### config.mk
export PLATFORM = sky130hd
export DESIGN_NAME = adc_control_result_regs
export DESIGN_NICKNAME = d
export VERILOG_FILES = /design/src/hw/adc_ctrl_pkg.sv /design/src/hw/adc_control_result_regs.sv
export SDC_FILE = /design/constraint.sdc
export NUM_CORES = 1
export LEC_CHECK = 0
export BUFFER_PORTS_ARGS = -buffer_cell sky130_fd_sc_hd__buf_2
export CAP_MARGIN = 10
export CORE_MARGIN = 1
export CORE_UTILIZATION = 56
export DETAILED_ROUTE_END_ITERATION = 6
export GPL_TIMING_DRIVEN = 0
export PLACE_DENSITY = 0.87
export RECOVER_POWER = 50
export REMOVE_ABC_BUFFERS = 1
export SYNTH_ARGS = -nofsm -noshare
export SYNTH_HDL_FRONTEND = slang
export SYNTH_SLANG_ARGS = --single-unit
export TNS_END_PERCENT = 50
### constraint.sdc
create_clock -name aclk -period 3.2 [get_ports aclk]
set_input_delay 0.64 -clock aclk [delete_from_list [all_inputs] [get_ports aclk]]
set_output_delay 0.64 -clock aclk [all_outputs]
set_load 0.1 [all_outputs]
### src/hw/adc_ctrl_pkg.sv
/*
 * Shared constants and carrier types for the converter control block.
 * Assumes a 32-bit AXI4-Lite register bus and a converter core on the same clock.
 */
`default_nettype none
package adc_ctrl_pkg;
    // Register indices; the byte address is four times the index.
    localparam logic [5:0] IDX_CHANNEL_CONTROL = 6'h00; // Start bit and input kind.
    localparam logic [5:0] IDX_CLOCK_DIVIDER = 6'h04; // Prescaler code.
    localparam logic [5:0] IDX_BYTE_LATCH = 6'h05; // Byte latch for 16-bit pairs.
    localparam logic [5:0] IDX_COMPLETION_FLAGS = 6'h06; // Write-one-to-clear flag.
    localparam logic [5:0] IDX_SAMPLE_LENGTH = 6'h08; // Sample length value.
    localparam logic [5:0] IDX_TRIM_LOW = 6'h0C; // Trim bits 7:0.
    localparam logic [5:0] IDX_TRIM_HIGH = 6'h0D; // Trim bits 11:8.
    localparam logic [5:0] IDX_RESULT_LOW = 6'h10; // Formatted result, low byte.
    localparam logic [5:0] IDX_RESULT_HIGH = 6'h11; // Formatted result, high byte.
    localparam logic [5:0] IDX_THRESHOLD_LOW = 6'h18; // Compare value low byte.
    localparam logic [5:0] IDX_THRESHOLD_HIGH = 6'h19; // Compare value high byte.
    localparam logic [5:0] IDX_MAIN_CONTROL_A = 6'h20; // Start bit alias.
    localparam logic [5:0] IDX_MAIN_CONTROL_B = 6'h21; // Format, signedness, compare.
    // Field positions.
    localparam int START_BIT = 7; // Start bit in channel_control.
    localparam int ALIAS_START_BIT = 2; // Start bit in main_control_a.
    localparam int DONE_BIT = 0; // Flag bit in completion_flags.
    localparam int CMP_MODE_BIT = 0; // Compare mode in main_control_b.
    localparam int FMT_LSB = 1; // Format field low bit in main_control_b.
    localparam int SIGNED_BIT = 4; // Signedness select in main_control_b.
    // Result format codes.
    typedef enum logic [1:0] {
        FMT_RIGHT12 = 2'b00,
        FMT_RESERVED = 2'b01,
        FMT_RIGHT8 = 2'b10,
        FMT_LEFT12 = 2'b11
    } result_format_e;
    // Converter sequence states, Gray coded along idle, sample, convert.
    typedef enum logic [1:0] {
        ST_IDLE = 2'b00,
        ST_SAMPLE = 2'b01,
        ST_CONVERT = 2'b11
    } conv_state_e;
    // AXI responses.
    localparam logic [1:0] RESP_OKAY = 2'h0;
    localparam logic [1:0] RESP_SLVERR = 2'h2;
    // Reset values.
    localparam logic [7:0] BYTE_ZERO = 8'h00;
    localparam logic [15:0] WORD_ZERO = 16'h0000;
    // Commands to the converter core.
    typedef struct packed {
        logic conv_clk; // Prescaled converter clock.
        logic sampling; // High during the input sampling phase.
        logic convert_go; // One-cycle pulse that ends sampling.
        logic [11:0] trim; // Calibration trim applied to conversions.
    } core_cmd_s;
    // Answer from the converter core.
    typedef struct packed {
        logic done; // One-cycle pulse, conversion finished.
        logic [11:0] raw; // Raw result, valid with done.
    } core_ret_s;
endpackage
`default_nettype wire

### src/hw/adc_control_result_regs.sv
/*
 * Register and sequencing logic of a single-channel converter: prescaler,
 * sample timing, trim store, result formatting, compare and completion flag.
 * Assumes an AXI4-Lite master on aclk and a converter core on aclk whose
 * done pulse and raw result arrive synchronously.
 */
// Local design decision: the AXI4-Lite register port.
`default_nettype none
module adc_control_result_regs
    import adc_ctrl_pkg::*;
(
    // Clock and reset.
    input wire logic aclk,
    input wire logic aresetn,
    // AXI4-Lite write address and data.
    input wire logic [7:0] s_axi_awaddr,
    input wire logic s_axi_awvalid,
    output logic s_axi_awready,
    input wire logic [31:0] s_axi_wdata,
    input wire logic [3:0] s_axi_wstrb,
    input wire logic s_axi_wvalid,
    output logic s_axi_wready,
    // AXI4-Lite write response.
    output logic [1:0] s_axi_bresp,
    output logic s_axi_bvalid,
    input wire logic s_axi_bready,
    // AXI4-Lite read.
    input wire logic [7:0] s_axi_araddr,
    input wire logic s_axi_arvalid,
    output logic s_axi_arready,
    output logic [31:0] s_axi_rdata,
    output logic [1:0] s_axi_rresp,
    output logic s_axi_rvalid,
    input wire logic s_axi_rready,
    // Converter core.
    output core_cmd_s core_cmd,
    input wire core_ret_s core_ret,
    // Interrupt controller executes this channel's vector.
    input wire logic vector_taken
);
    // Prescaler half period in peripheral clocks for a divider code.
    function automatic logic [8:0] half_period(input logic [2:0] code);
        half_period = 9'h002 << code;
    endfunction

    // Places a raw result into the 16-bit result pair.
    function automatic logic [15:0] format_result(input logic [11:0] raw,
            input result_format_e fmt, input logic sgn, input logic diff);
        unique case (fmt)
            FMT_LEFT12: format_result = {raw, 4'h0};
            FMT_RIGHT8: format_result = {{8{sgn & raw[7]}}, raw[7:0]};
            default: format_result = {{4{diff & raw[11]}}, raw};
        endcase
    endfunction

    // Registers.
    logic start_q; // Pending start request.
    logic [1:0] input_kind_q; // Input kind field of channel_control.
    logic [2:0] divider_code_q; // Prescaler code.
    logic channel_done_flag_q; // Completion flag.
    logic [7:0] byte_latch_q; // Byte latch.
    logic [5:0] sample_length_value_q; // Sample length value.
    logic [11:0] trim_q; // Calibration trim.
    logic [15:0] conversion_result_q; // Formatted result pair.
    logic [15:0] threshold_value_q; // Compare threshold.
    logic cmp_mode_q; // Compare mode select.
    result_format_e fmt_q; // Result format select.
    logic signedness_select_q; // Signed conversion select.
    // Sequencer.
    conv_state_e state_q;
    logic [8:0] div_cnt_q; // Peripheral clocks within a half period.
    logic conv_clk_q; // Prescaled clock level.
    logic [5:0] half_cnt_q; // Half periods spent sampling.
    logic half_tick; // Last cycle of a half period.
    logic done_event; // Flag-setting conversion end.
    logic cmp_hit; // Result beyond threshold.
    logic [15:0] new_result; // Formatted result of the finishing conversion.
    // Bus.
    logic aw_held_q, w_held_q; // Address or data taken, waiting for the other.
    logic [5:0] wr_idx_q; // Held write index.
    logic [7:0] wr_byte_q; // Held write byte.
    logic wr_lane_q; // Byte lane 0 enabled.
    logic wr_fire; // Write performed this cycle.
    logic [5:0] wr_idx; // Index of the write performed.
    logic [7:0] wr_byte; // Byte of the write performed.
    logic wr_en; // Write with lane 0 enabled.
    logic rd_fire; // Read address taken this cycle.
    logic [5:0] rd_idx; // Index of that read.
    logic [7:0] rd_byte; // Read value.
    logic rd_ok; // Read index is mapped.
    logic wr_ok; // Write index is mapped.

    // Accept address and data in either order; one write is under way at a time.
    assign s_axi_awready = !aw_held_q && !s_axi_bvalid;
    assign s_axi_wready = !w_held_q && !s_axi_bvalid;
    assign s_axi_arready = !s_axi_rvalid;
    assign rd_fire = s_axi_arvalid && s_axi_arready;
    assign rd_idx = s_axi_araddr[7:2];

    // Holds address and data until both have arrived.
    always_ff @(posedge aclk) begin
        if (!aresetn) begin
            aw_held_q <= 1'b0;
            w_held_q <= 1'b0;
            wr_idx_q <= 6'h00;
            wr_byte_q <= BYTE_ZERO;
            wr_lane_q <= 1'b0;
        end else if (wr_fire) begin
            aw_held_q <= 1'b0;
            w_held_q <= 1'b0;
        end else begin
            if (s_axi_awvalid && s_axi_awready) begin
                aw_held_q <= 1'b1;
                wr_idx_q <= s_axi_awaddr[7:2];
            end
            if (s_axi_wvalid && s_axi_wready) begin
                w_held_q <= 1'b1;
                wr_byte_q <= s_axi_wdata[7:0];
                wr_lane_q <= s_axi_wstrb[0];
            end
        end
    end

    // The write happens in the cycle both halves are present.
    always_comb begin
        wr_fire = (aw_held_q || (s_axi_awvalid && s_axi_awready))
            && (w_held_q || (s_axi_wvalid && s_axi_wready));
        wr_idx = aw_held_q ? wr_idx_q : s_axi_awaddr[7:2];
        wr_byte = w_held_q ? wr_byte_q : s_axi_wdata[7:0];
        wr_en = wr_fire && (w_held_q ? wr_lane_q : s_axi_wstrb[0]);
    end

    // Decodes which indices exist.
    function automatic logic mapped(input logic [5:0] idx);
        unique case (idx)
            IDX_CHANNEL_CONTROL, IDX_CLOCK_DIVIDER, IDX_BYTE_LATCH,
            IDX_COMPLETION_FLAGS, IDX_SAMPLE_LENGTH, IDX_TRIM_LOW, IDX_TRIM_HIGH,
            IDX_RESULT_LOW, IDX_RESULT_HIGH, IDX_THRESHOLD_LOW, IDX_THRESHOLD_HIGH,
            IDX_MAIN_CONTROL_A, IDX_MAIN_CONTROL_B: mapped = 1'b1;
            default: mapped = 1'b0;
        endcase
    endfunction
    assign wr_ok = mapped(wr_idx);
    assign rd_ok = mapped(rd_idx);

    // Write response, one cycle after the write at the earliest.
    always_ff @(posedge aclk) begin
        if (!aresetn) begin
            s_axi_bvalid <= 1'b0;
            s_axi_bresp <= RESP_OKAY;
        end else if (wr_fire) begin
            s_axi_bvalid <= 1'b1;
            s_axi_bresp <= wr_ok ? RESP_OKAY : RESP_SLVERR;
        end else if (s_axi_bready) begin
            s_axi_bvalid <= 1'b0;
        end
    end

    // Read multiplexer; high bytes of 16-bit pairs come from the byte latch.
    always_comb begin
        rd_byte = BYTE_ZERO;
        unique case (rd_idx)
            IDX_CHANNEL_CONTROL: rd_byte = {start_q, 5'h00, input_kind_q};
            IDX_CLOCK_DIVIDER: rd_byte = {5'h00, divider_code_q};
            IDX_BYTE_LATCH: rd_byte = byte_latch_q;
            IDX_COMPLETION_FLAGS: rd_byte = {7'h00, channel_done_flag_q};
            IDX_SAMPLE_LENGTH: rd_byte = {2'h0, sample_length_value_q};
            IDX_TRIM_LOW: rd_byte = trim_q[7:0];
            IDX_TRIM_HIGH: rd_byte = {4'h0, trim_q[11:8]};
            IDX_RESULT_LOW: rd_byte = conversion_result_q[7:0];
            IDX_RESULT_HIGH, IDX_THRESHOLD_HIGH: rd_byte = byte_latch_q;
            IDX_THRESHOLD_LOW: rd_byte = threshold_value_q[7:0];
            IDX_MAIN_CONTROL_A: rd_byte = {5'h00, start_q, 2'h0};
            IDX_MAIN_CONTROL_B: rd_byte = {3'h0, signedness_select_q, 1'b0, fmt_q, cmp_mode_q};
            default: rd_byte = BYTE_ZERO;
        endcase
    end

    // Read data register; unmapped indices answer zero with an error.
    always_ff @(posedge aclk) begin
        if (!aresetn) begin
            s_axi_rvalid <= 1'b0;
            s_axi_rdata <= 32'h0000_0000;
            s_axi_rresp <= RESP_OKAY;
        end else if (rd_fire) begin
            s_axi_rvalid <= 1'b1;
            s_axi_rdata <= {24'h00_0000, rd_byte};
            s_axi_rresp <= rd_ok ? RESP_OKAY : RESP_SLVERR;
        end else if (s_axi_rready) begin
            s_axi_rvalid <= 1'b0;
        end
    end

    // Plain configuration registers; reserved bits are dropped on write.
    always_ff @(posedge aclk) begin
        if (!aresetn) begin
            input_kind_q <= 2'h0;
            divider_code_q <= 3'h0;
            sample_length_value_q <= 6'h00;
            trim_q <= 12'h000;
            cmp_mode_q <= 1'b0;
            fmt_q <= FMT_RIGHT12;
            signedness_select_q <= 1'b0;
        end else if (wr_en) begin
            unique case (wr_idx)
                IDX_CHANNEL_CONTROL: input_kind_q <= wr_byte[1:0];
                IDX_CLOCK_DIVIDER: divider_code_q <= wr_byte[2:0];
                IDX_SAMPLE_LENGTH: sample_length_value_q <= wr_byte[5:0];
                IDX_TRIM_LOW: trim_q[7:0] <= wr_byte;
                IDX_TRIM_HIGH: trim_q[11:8] <= wr_byte[3:0];
                IDX_MAIN_CONTROL_B: begin
                    cmp_mode_q <= wr_byte[CMP_MODE_BIT];
                    fmt_q <= result_format_e'(wr_byte[FMT_LSB +: 2]);
                    signedness_select_q <= wr_byte[SIGNED_BIT];
                end
                default: begin
                end
            endcase
        end
    end

    // Byte latch: direct writes, low threshold writes, and copies on low reads.
    always_ff @(posedge aclk) begin
        if (!aresetn) begin
            byte_latch_q <= BYTE_ZERO;
        end else if (rd_fire && rd_idx == IDX_RESULT_LOW) begin
            byte_latch_q <= conversion_result_q[15:8];
        end else if (rd_fire && rd_idx == IDX_THRESHOLD_LOW) begin
            byte_latch_q <= threshold_value_q[15:8];
        end else if (rd_fire && rd_idx == IDX_TRIM_LOW) begin
            byte_latch_q <= {4'h0, trim_q[11:8]};
        end else if (wr_en && (wr_idx == IDX_BYTE_LATCH || wr_idx == IDX_THRESHOLD_LOW)) begin
            byte_latch_q <= wr_byte;
        end
    end

    // Threshold commits both bytes when the high byte is written.
    always_ff @(posedge aclk) begin
        if (!aresetn) begin
            threshold_value_q <= WORD_ZERO;
        end else if (wr_en && wr_idx == IDX_THRESHOLD_HIGH) begin
            threshold_value_q <= {wr_byte, byte_latch_q};
        end
    end

    // Start bit: set by a write of one through either alias, cleared on start.
    always_ff @(posedge aclk) begin
        if (!aresetn) begin
            start_q <= 1'b0;
        end else if (start_q && state_q == ST_IDLE) begin
            start_q <= 1'b0;
        end else if (wr_en && !start_q && state_q == ST_IDLE
                && ((wr_idx == IDX_CHANNEL_CONTROL && wr_byte[START_BIT])
                || (wr_idx == IDX_MAIN_CONTROL_A && wr_byte[ALIAS_START_BIT]))) begin
            start_q <= 1'b1;
        end
    end

    // Prescaler; restarted when sampling begins so the phase is aligned.
    assign half_tick = div_cnt_q >= half_period(divider_code_q) - 9'h001;
    always_ff @(posedge aclk) begin
        if (!aresetn) begin
            div_cnt_q <= 9'h000;
            conv_clk_q <= 1'b0;
        end else if (state_q == ST_IDLE && start_q) begin
            div_cnt_q <= 9'h000;
            conv_clk_q <= 1'b0;
        end else if (half_tick) begin
            div_cnt_q <= 9'h000;
            conv_clk_q <= !conv_clk_q;
        end else begin
            div_cnt_q <= div_cnt_q + 9'h001;
        end
    end

    // Sequencer: idle, sample for the set length, then wait for the core.
    always_ff @(posedge aclk) begin
        if (!aresetn) begin
            state_q <= ST_IDLE;
            half_cnt_q <= 6'h00;
        end else begin
            unique case (state_q)
                ST_IDLE: begin
                    half_cnt_q <= 6'h00;
                    if (start_q) begin
                        state_q <= ST_SAMPLE;
                    end
                end
                ST_SAMPLE: begin
                    if (half_tick) begin
                        half_cnt_q <= half_cnt_q + 6'h01;
                        if (half_cnt_q == sample_length_value_q) begin
                            state_q <= ST_CONVERT;
                        end
                    end
                end
                ST_CONVERT: begin
                    if (core_ret.done) begin
                        state_q <= ST_IDLE;
                    end
                end
                default: state_q <= ST_IDLE;
            endcase
        end
    end

    // Commands to the core.
    always_comb begin
        core_cmd.conv_clk = conv_clk_q;
        core_cmd.sampling = state_q == ST_SAMPLE;
        core_cmd.convert_go = state_q == ST_SAMPLE && half_tick
            && half_cnt_q == sample_length_value_q;
        core_cmd.trim = trim_q;
    end

    // Formatting and compare of the finishing conversion.
    assign new_result = format_result(core_ret.raw, fmt_q, signedness_select_q,
        signedness_select_q & input_kind_q[1]);
    assign cmp_hit = signedness_select_q
        ? ($signed(new_result) > $signed(threshold_value_q))
        : (new_result > threshold_value_q);
    assign done_event = state_q == ST_CONVERT && core_ret.done
        && (!cmp_mode_q || cmp_hit);

    // Result pair updates on every finished conversion.
    always_ff @(posedge aclk) begin
        if (!aresetn) begin
            conversion_result_q <= WORD_ZERO;
        end else if (state_q == ST_CONVERT && core_ret.done) begin
            conversion_result_q <= new_result;
        end
    end

    // Completion flag; a set in the same cycle as a clear wins.
    always_ff @(posedge aclk) begin
        if (!aresetn) begin
            channel_done_flag_q <= 1'b0;
        end else if (done_event) begin
            channel_done_flag_q <= 1'b1;
        end else if (vector_taken) begin
            channel_done_flag_q <= 1'b0;
        end else if (wr_en && wr_idx == IDX_COMPLETION_FLAGS && wr_byte[DONE_BIT]) begin
            channel_done_flag_q <= 1'b0;
        end
    end

    // Assertions.
    property p_flag_set;
        @(posedge aclk) disable iff (!aresetn) done_event |=> channel_done_flag_q;
    endproperty
    a_flag_set: assert property (p_flag_set) else $error("flag not set");
    property p_cmp_gate;
        @(posedge aclk) disable iff (!aresetn)
            (!channel_done_flag_q && cmp_mode_q && core_ret.done && !cmp_hit
            && !$rose(channel_done_flag_q)) |=> !channel_done_flag_q;
    endproperty
    a_cmp_gate: assert property (p_cmp_gate) else $error("flag set without match");
    property p_vec_clear;
        @(posedge aclk) disable iff (!aresetn) (vector_taken && !done_event) |=> !channel_done_flag_q;
    endproperty
    a_vec_clear: assert property (p_vec_clear) else $error("vector did not clear");
    property p_w1c;
        @(posedge aclk) disable iff (!aresetn)
            (wr_en && wr_idx == IDX_COMPLETION_FLAGS && !wr_byte[DONE_BIT]
            && !vector_taken && channel_done_flag_q) |=> channel_done_flag_q;
    endproperty
    a_w1c: assert property (p_w1c) else $error("zero write cleared flag");
    property p_latch_copy;
        @(posedge aclk) disable iff (!aresetn)
            (rd_fire && rd_idx == IDX_RESULT_LOW) |=> byte_latch_q == $past(conversion_result_q[15:8]);
    endproperty
    a_latch_copy: assert property (p_latch_copy) else $error("latch copy wrong");
    property p_sample_len;
        @(posedge aclk) disable iff (!aresetn)
            $rose(core_cmd.sampling) |-> core_cmd.sampling throughout
            (##1 (half_cnt_q <= sample_length_value_q));
    endproperty
    a_sample_len: assert property (p_sample_len) else $error("sampling ended early");
    property p_start_clear;
        @(posedge aclk) disable iff (!aresetn) $rose(start_q) |-> ##1 !start_q ##0 core_cmd.sampling;
    endproperty
    a_start_clear: assert property (p_start_clear) else $error("start not cleared");
    property p_left_fmt;
        @(posedge aclk) disable iff (!aresetn)
            (state_q == ST_CONVERT && core_ret.done && fmt_q == FMT_LEFT12)
            |=> conversion_result_q == {$past(core_ret.raw), 4'h0};
    endproperty
    a_left_fmt: assert property (p_left_fmt) else $error("left format wrong");
    property p_thr_commit;
        @(posedge aclk) disable iff (!aresetn)
            (wr_en && wr_idx == IDX_THRESHOLD_HIGH) |=> threshold_value_q[15:8] == $past(wr_byte);
    endproperty
    a_thr_commit: assert property (p_thr_commit) else $error("threshold not committed");
    c_conv: cover property (@(posedge aclk) disable iff (!aresetn) done_event);
    c_set_clear: cover property (@(posedge aclk) disable iff (!aresetn) done_event && vector_taken);
    c_latch_rd: cover property (@(posedge aclk) disable iff (!aresetn)
        rd_fire && rd_idx == IDX_RESULT_HIGH);
endmodule // adc_control_result_regs
`default_nettype wire

==> summary.txt <==
Power
  – PD cells: 533 mW/mm^2
  – P_leak: between 3 and 4 nW
  – VDD IR-drop max: 0.409 mV
  – PnR Total Power: 4.08 mW

Drt
  – Detail Route Antenna Nets: 0
  – DR iter-0 viols: 788
  – Avg Vias per Cell: 6.31
  – Number of vias in the routed layout: 6410
  – Final WL: 18.3 mm
  – Drt pass-1 iters: 6
  – Post-DR wirelength/cell: 18.0 um
  – DRC errors left: 0

Logic synthesis
  – Primary FF master, synth: dfxtp_1
  – Mapped Cells: 824
  – Syn avg cell area: 8.36 um^2
  – Post-synthesis async set-or-reset flop share: 0%
  – Post-synth EDFFs: 0
  – Commonest cells in the synthesized netlist: 116 x dfxtp_1, 96 x nor2_1, 66 x nand2_1, 55 x a21oi_1, 45 x mux2i_1
  – Largest area contributor in the netlist: dfxtp_1
  – #FFs+latches synth: roughly 120
  – Synth Cell Area: 0.00689 mm^2
  – Synth unique cells: 75
  – Main area contributors after synthesis: dfxtp_1 34%, mux2i_1 6.5%, nor2_1 5.2%
  – Post-synth top area share: 33.7%
  – Yosys Warn Count: 0
  – Top-count cell post-synth: dfxtp_1
  – Seq/Total Area, Yosys: between 30% and 40%

Placement
  – PortBufs: 71
  – Place WS: -387 ps
  – Placed cells: between 900 and 1000
  – Dpl cell area: 0.00709 mm^2
  – GP Congestion: 0.960
  – DP Wirelength: 12.6 mm

STA
  – RSZ-0062 raised after global routing: false
  – Final Max Slew Viols: 88
  – Final hold viol count: 0
  – Post-route setup slack: 146 ps
  – Crit share post-route: between 90% and 100%
  – # setup viols final: 0
  – Max_slew headroom: -5.82%
  – Hold Worst Slack: 450 ps
  – Clock skew: about 6 ps
  – FMAX: around 330 MHz
  – Worst-Margin Slew: 1580 ps
  – Setup tns final: 0 ps
  – Final min period: 3050 ps

Setup path
  – Startpoint types: register
  – Crit-path cells: nand3_1 -> ha_1 -> and4_1 -> and2_0 -> a221oi_4 -> nor4_1 -> buf_4
  – Worst EP arrival: 2410 ps
  – Slowest Stage Delay on Critical Path: 420 ps
  – Worst setup EP type: output pin
  – Worst R2R Start: fmt_q[0]
  – CP Class: reg -> out
  – R2r endpoint: channel_done_flag_q
  – Cells on worst reg2reg path: 8
  – Worst path slowest cell: dfxtp_1
  – Crit path max-delay family: simple AND/OR/NAND/NOR gates
  – Critical path fanouts, max: 6
  – Setup slack, reg-to-reg: 220 ps
  – Crit path buffers/inverters: 1
  – Worst EP required: about 2600 ps

CTS
  – Clk pin slew, worst setup/hold paths: 50 ps
  – H-tree lvl count: 4
  – Root buffer cell: clkbuf_16
  – CTS tree: built
  – Worst-Skew Late Latency: 420 ps
  – Num Clock Sinks: 116
  – Clock buffer depth: 2
  – TritonCTS buffer count: 17
  – CTS Hold Bufs: 0

Hold path
  – Worst Min Path Start: conversion_result_q[11]
  – Min-Delay Path Class: reg -> reg
  – Min-Delay Path Depth: 2
  – Worst hold path endpoint: conversion_result_q[11]

Final layout
  – Layout Nets: around 960
  – Share of cells above drive strength 1: a little over an eighth
  – Fin util: 63.8%
  – Final Cell Area: about 0.0077 mm^2
  – Area of the multi-input gates: 0.00415 mm^2
  – Ant diodes: 0
  – Non-Filler Instances: roughly 1000
  – Sequential Area: about 0.0023 mm^2
  – Synthesis-to-finish area growth: 11.3%
  – Fill cell count: a little over 1000

Global route
  – Met1 global-route usage: 36.2%
  – Tot GR Track Use: roughly 29%
  – First-pass GRT wire length: 29.5 mm
  – Gr busiest metal: met2
  – Initial antenna violation count: 0
  – Met3 usage: 7.82%
  – Number of global-route vias before repair: 5829
  – GR met2 Demand/Resource: 48.1%
  – Grt total ovfl: 0
  – Largest net degree at the start of global routing: 88

Die
  – Num ports: roughly 130
  – Die Width: 113 um
  – Core ar.: 0.0120 mm^2
  – Die height: 113 um
  – Initial Util: between 50% and 60%
  – Cell Rows: 40
  – Die area: 0.0127 mm^2

Status
  – Failing checks: max-capacitance violations, max-slew violations
  – Outcome: finished, violations left

Job
  – Maxcap violations: 1
-- final cells by class --
class,instances,area share [%]
inverter,24,1.17
tap,147,2.40
clock buffer,25,6.72
timing repair buffer,73,4.34
sequential,116,30.4
clock inverter,4,0.914
multi-input combinational,627,54.1
-- cells by family after synthesis --
| kind of cell | after synthesis | share of synthesized area, % |
|---|---|---|
| XOR/XNOR | 14 | 1.78 |
| adder cells (fa/ha/maj) | 26 | 4.72 |
| buffers and inverters | 106 | 7.59 |
| multiplexers | 60 | 8.99 |
| AO/OA/AOI/OAI | 178 | 19.1 |
| flip-flops | 116 | 33.7 |
| other | 2 | 0.109 |
| AND/OR/NAND/NOR | 322 | 24.0 |
-- sequential cells by signal, summed over array words and instances, names as in the netlist, 8 cells and up --
name,cells
threshold_value_q,16
byte_latch_q,8
wr_byte_q,8
conversion_result_q,16
div_cnt_q,9
s_axi_rdata,8
trim_q,12
-- tightest hold or removal path, cell delays in order, from the launching register on --
cell and delay [ps]:
dfxtp_1 300, nand2_1 50, a21oi_1 50
-- power breakdown --
group / internal [mW] / switching, mW
clock network: 1.25 / 0.641
registers: 1.48 / 0.0490
logic: 0.155 / 0.505
-- repair_timing --
action                                  CTS  global route
buffers inserted                          1             0
endpoints found under the setup margin   10            15
pin swaps                                 1             0
resized for setup                         3             4
-- worst max path at each step --
stage                      start              end  slack, ps  depth (start not counted)
6_report       divider_code_q[0]     core_cmd[12]        150                          7
3_3_place_gp             aresetn  byte_latch_q[7]       -800                          5
4_1_cts        divider_code_q[1]     core_cmd[12]        100                          7
2_1_floorplan  divider_code_q[1]     core_cmd[12]      -1740                          6
5_1_grt        divider_code_q[0]     core_cmd[12]          9                          7
3_5_place_dp   divider_code_q[1]     core_cmd[12]       -390                          7
-- cells in the final DEF, fill, tap and decap left out, drive strengths merged, types with 26 or more instances in the layout --
cell type and n:
mux2i 45, nor2 96, conb 27, ha 26, buf 43, nand3 36
clkbuf 55, a21oi 55, nand2 67, dfxtp 116
-- metal layers --
metal,routed length (um),up-vias
met5,0,-
li1,-,3006
met2,8470,315
met3,1630,67
met1,7360,3022
met4,809,0
Power figures use the tool's default switching activity.
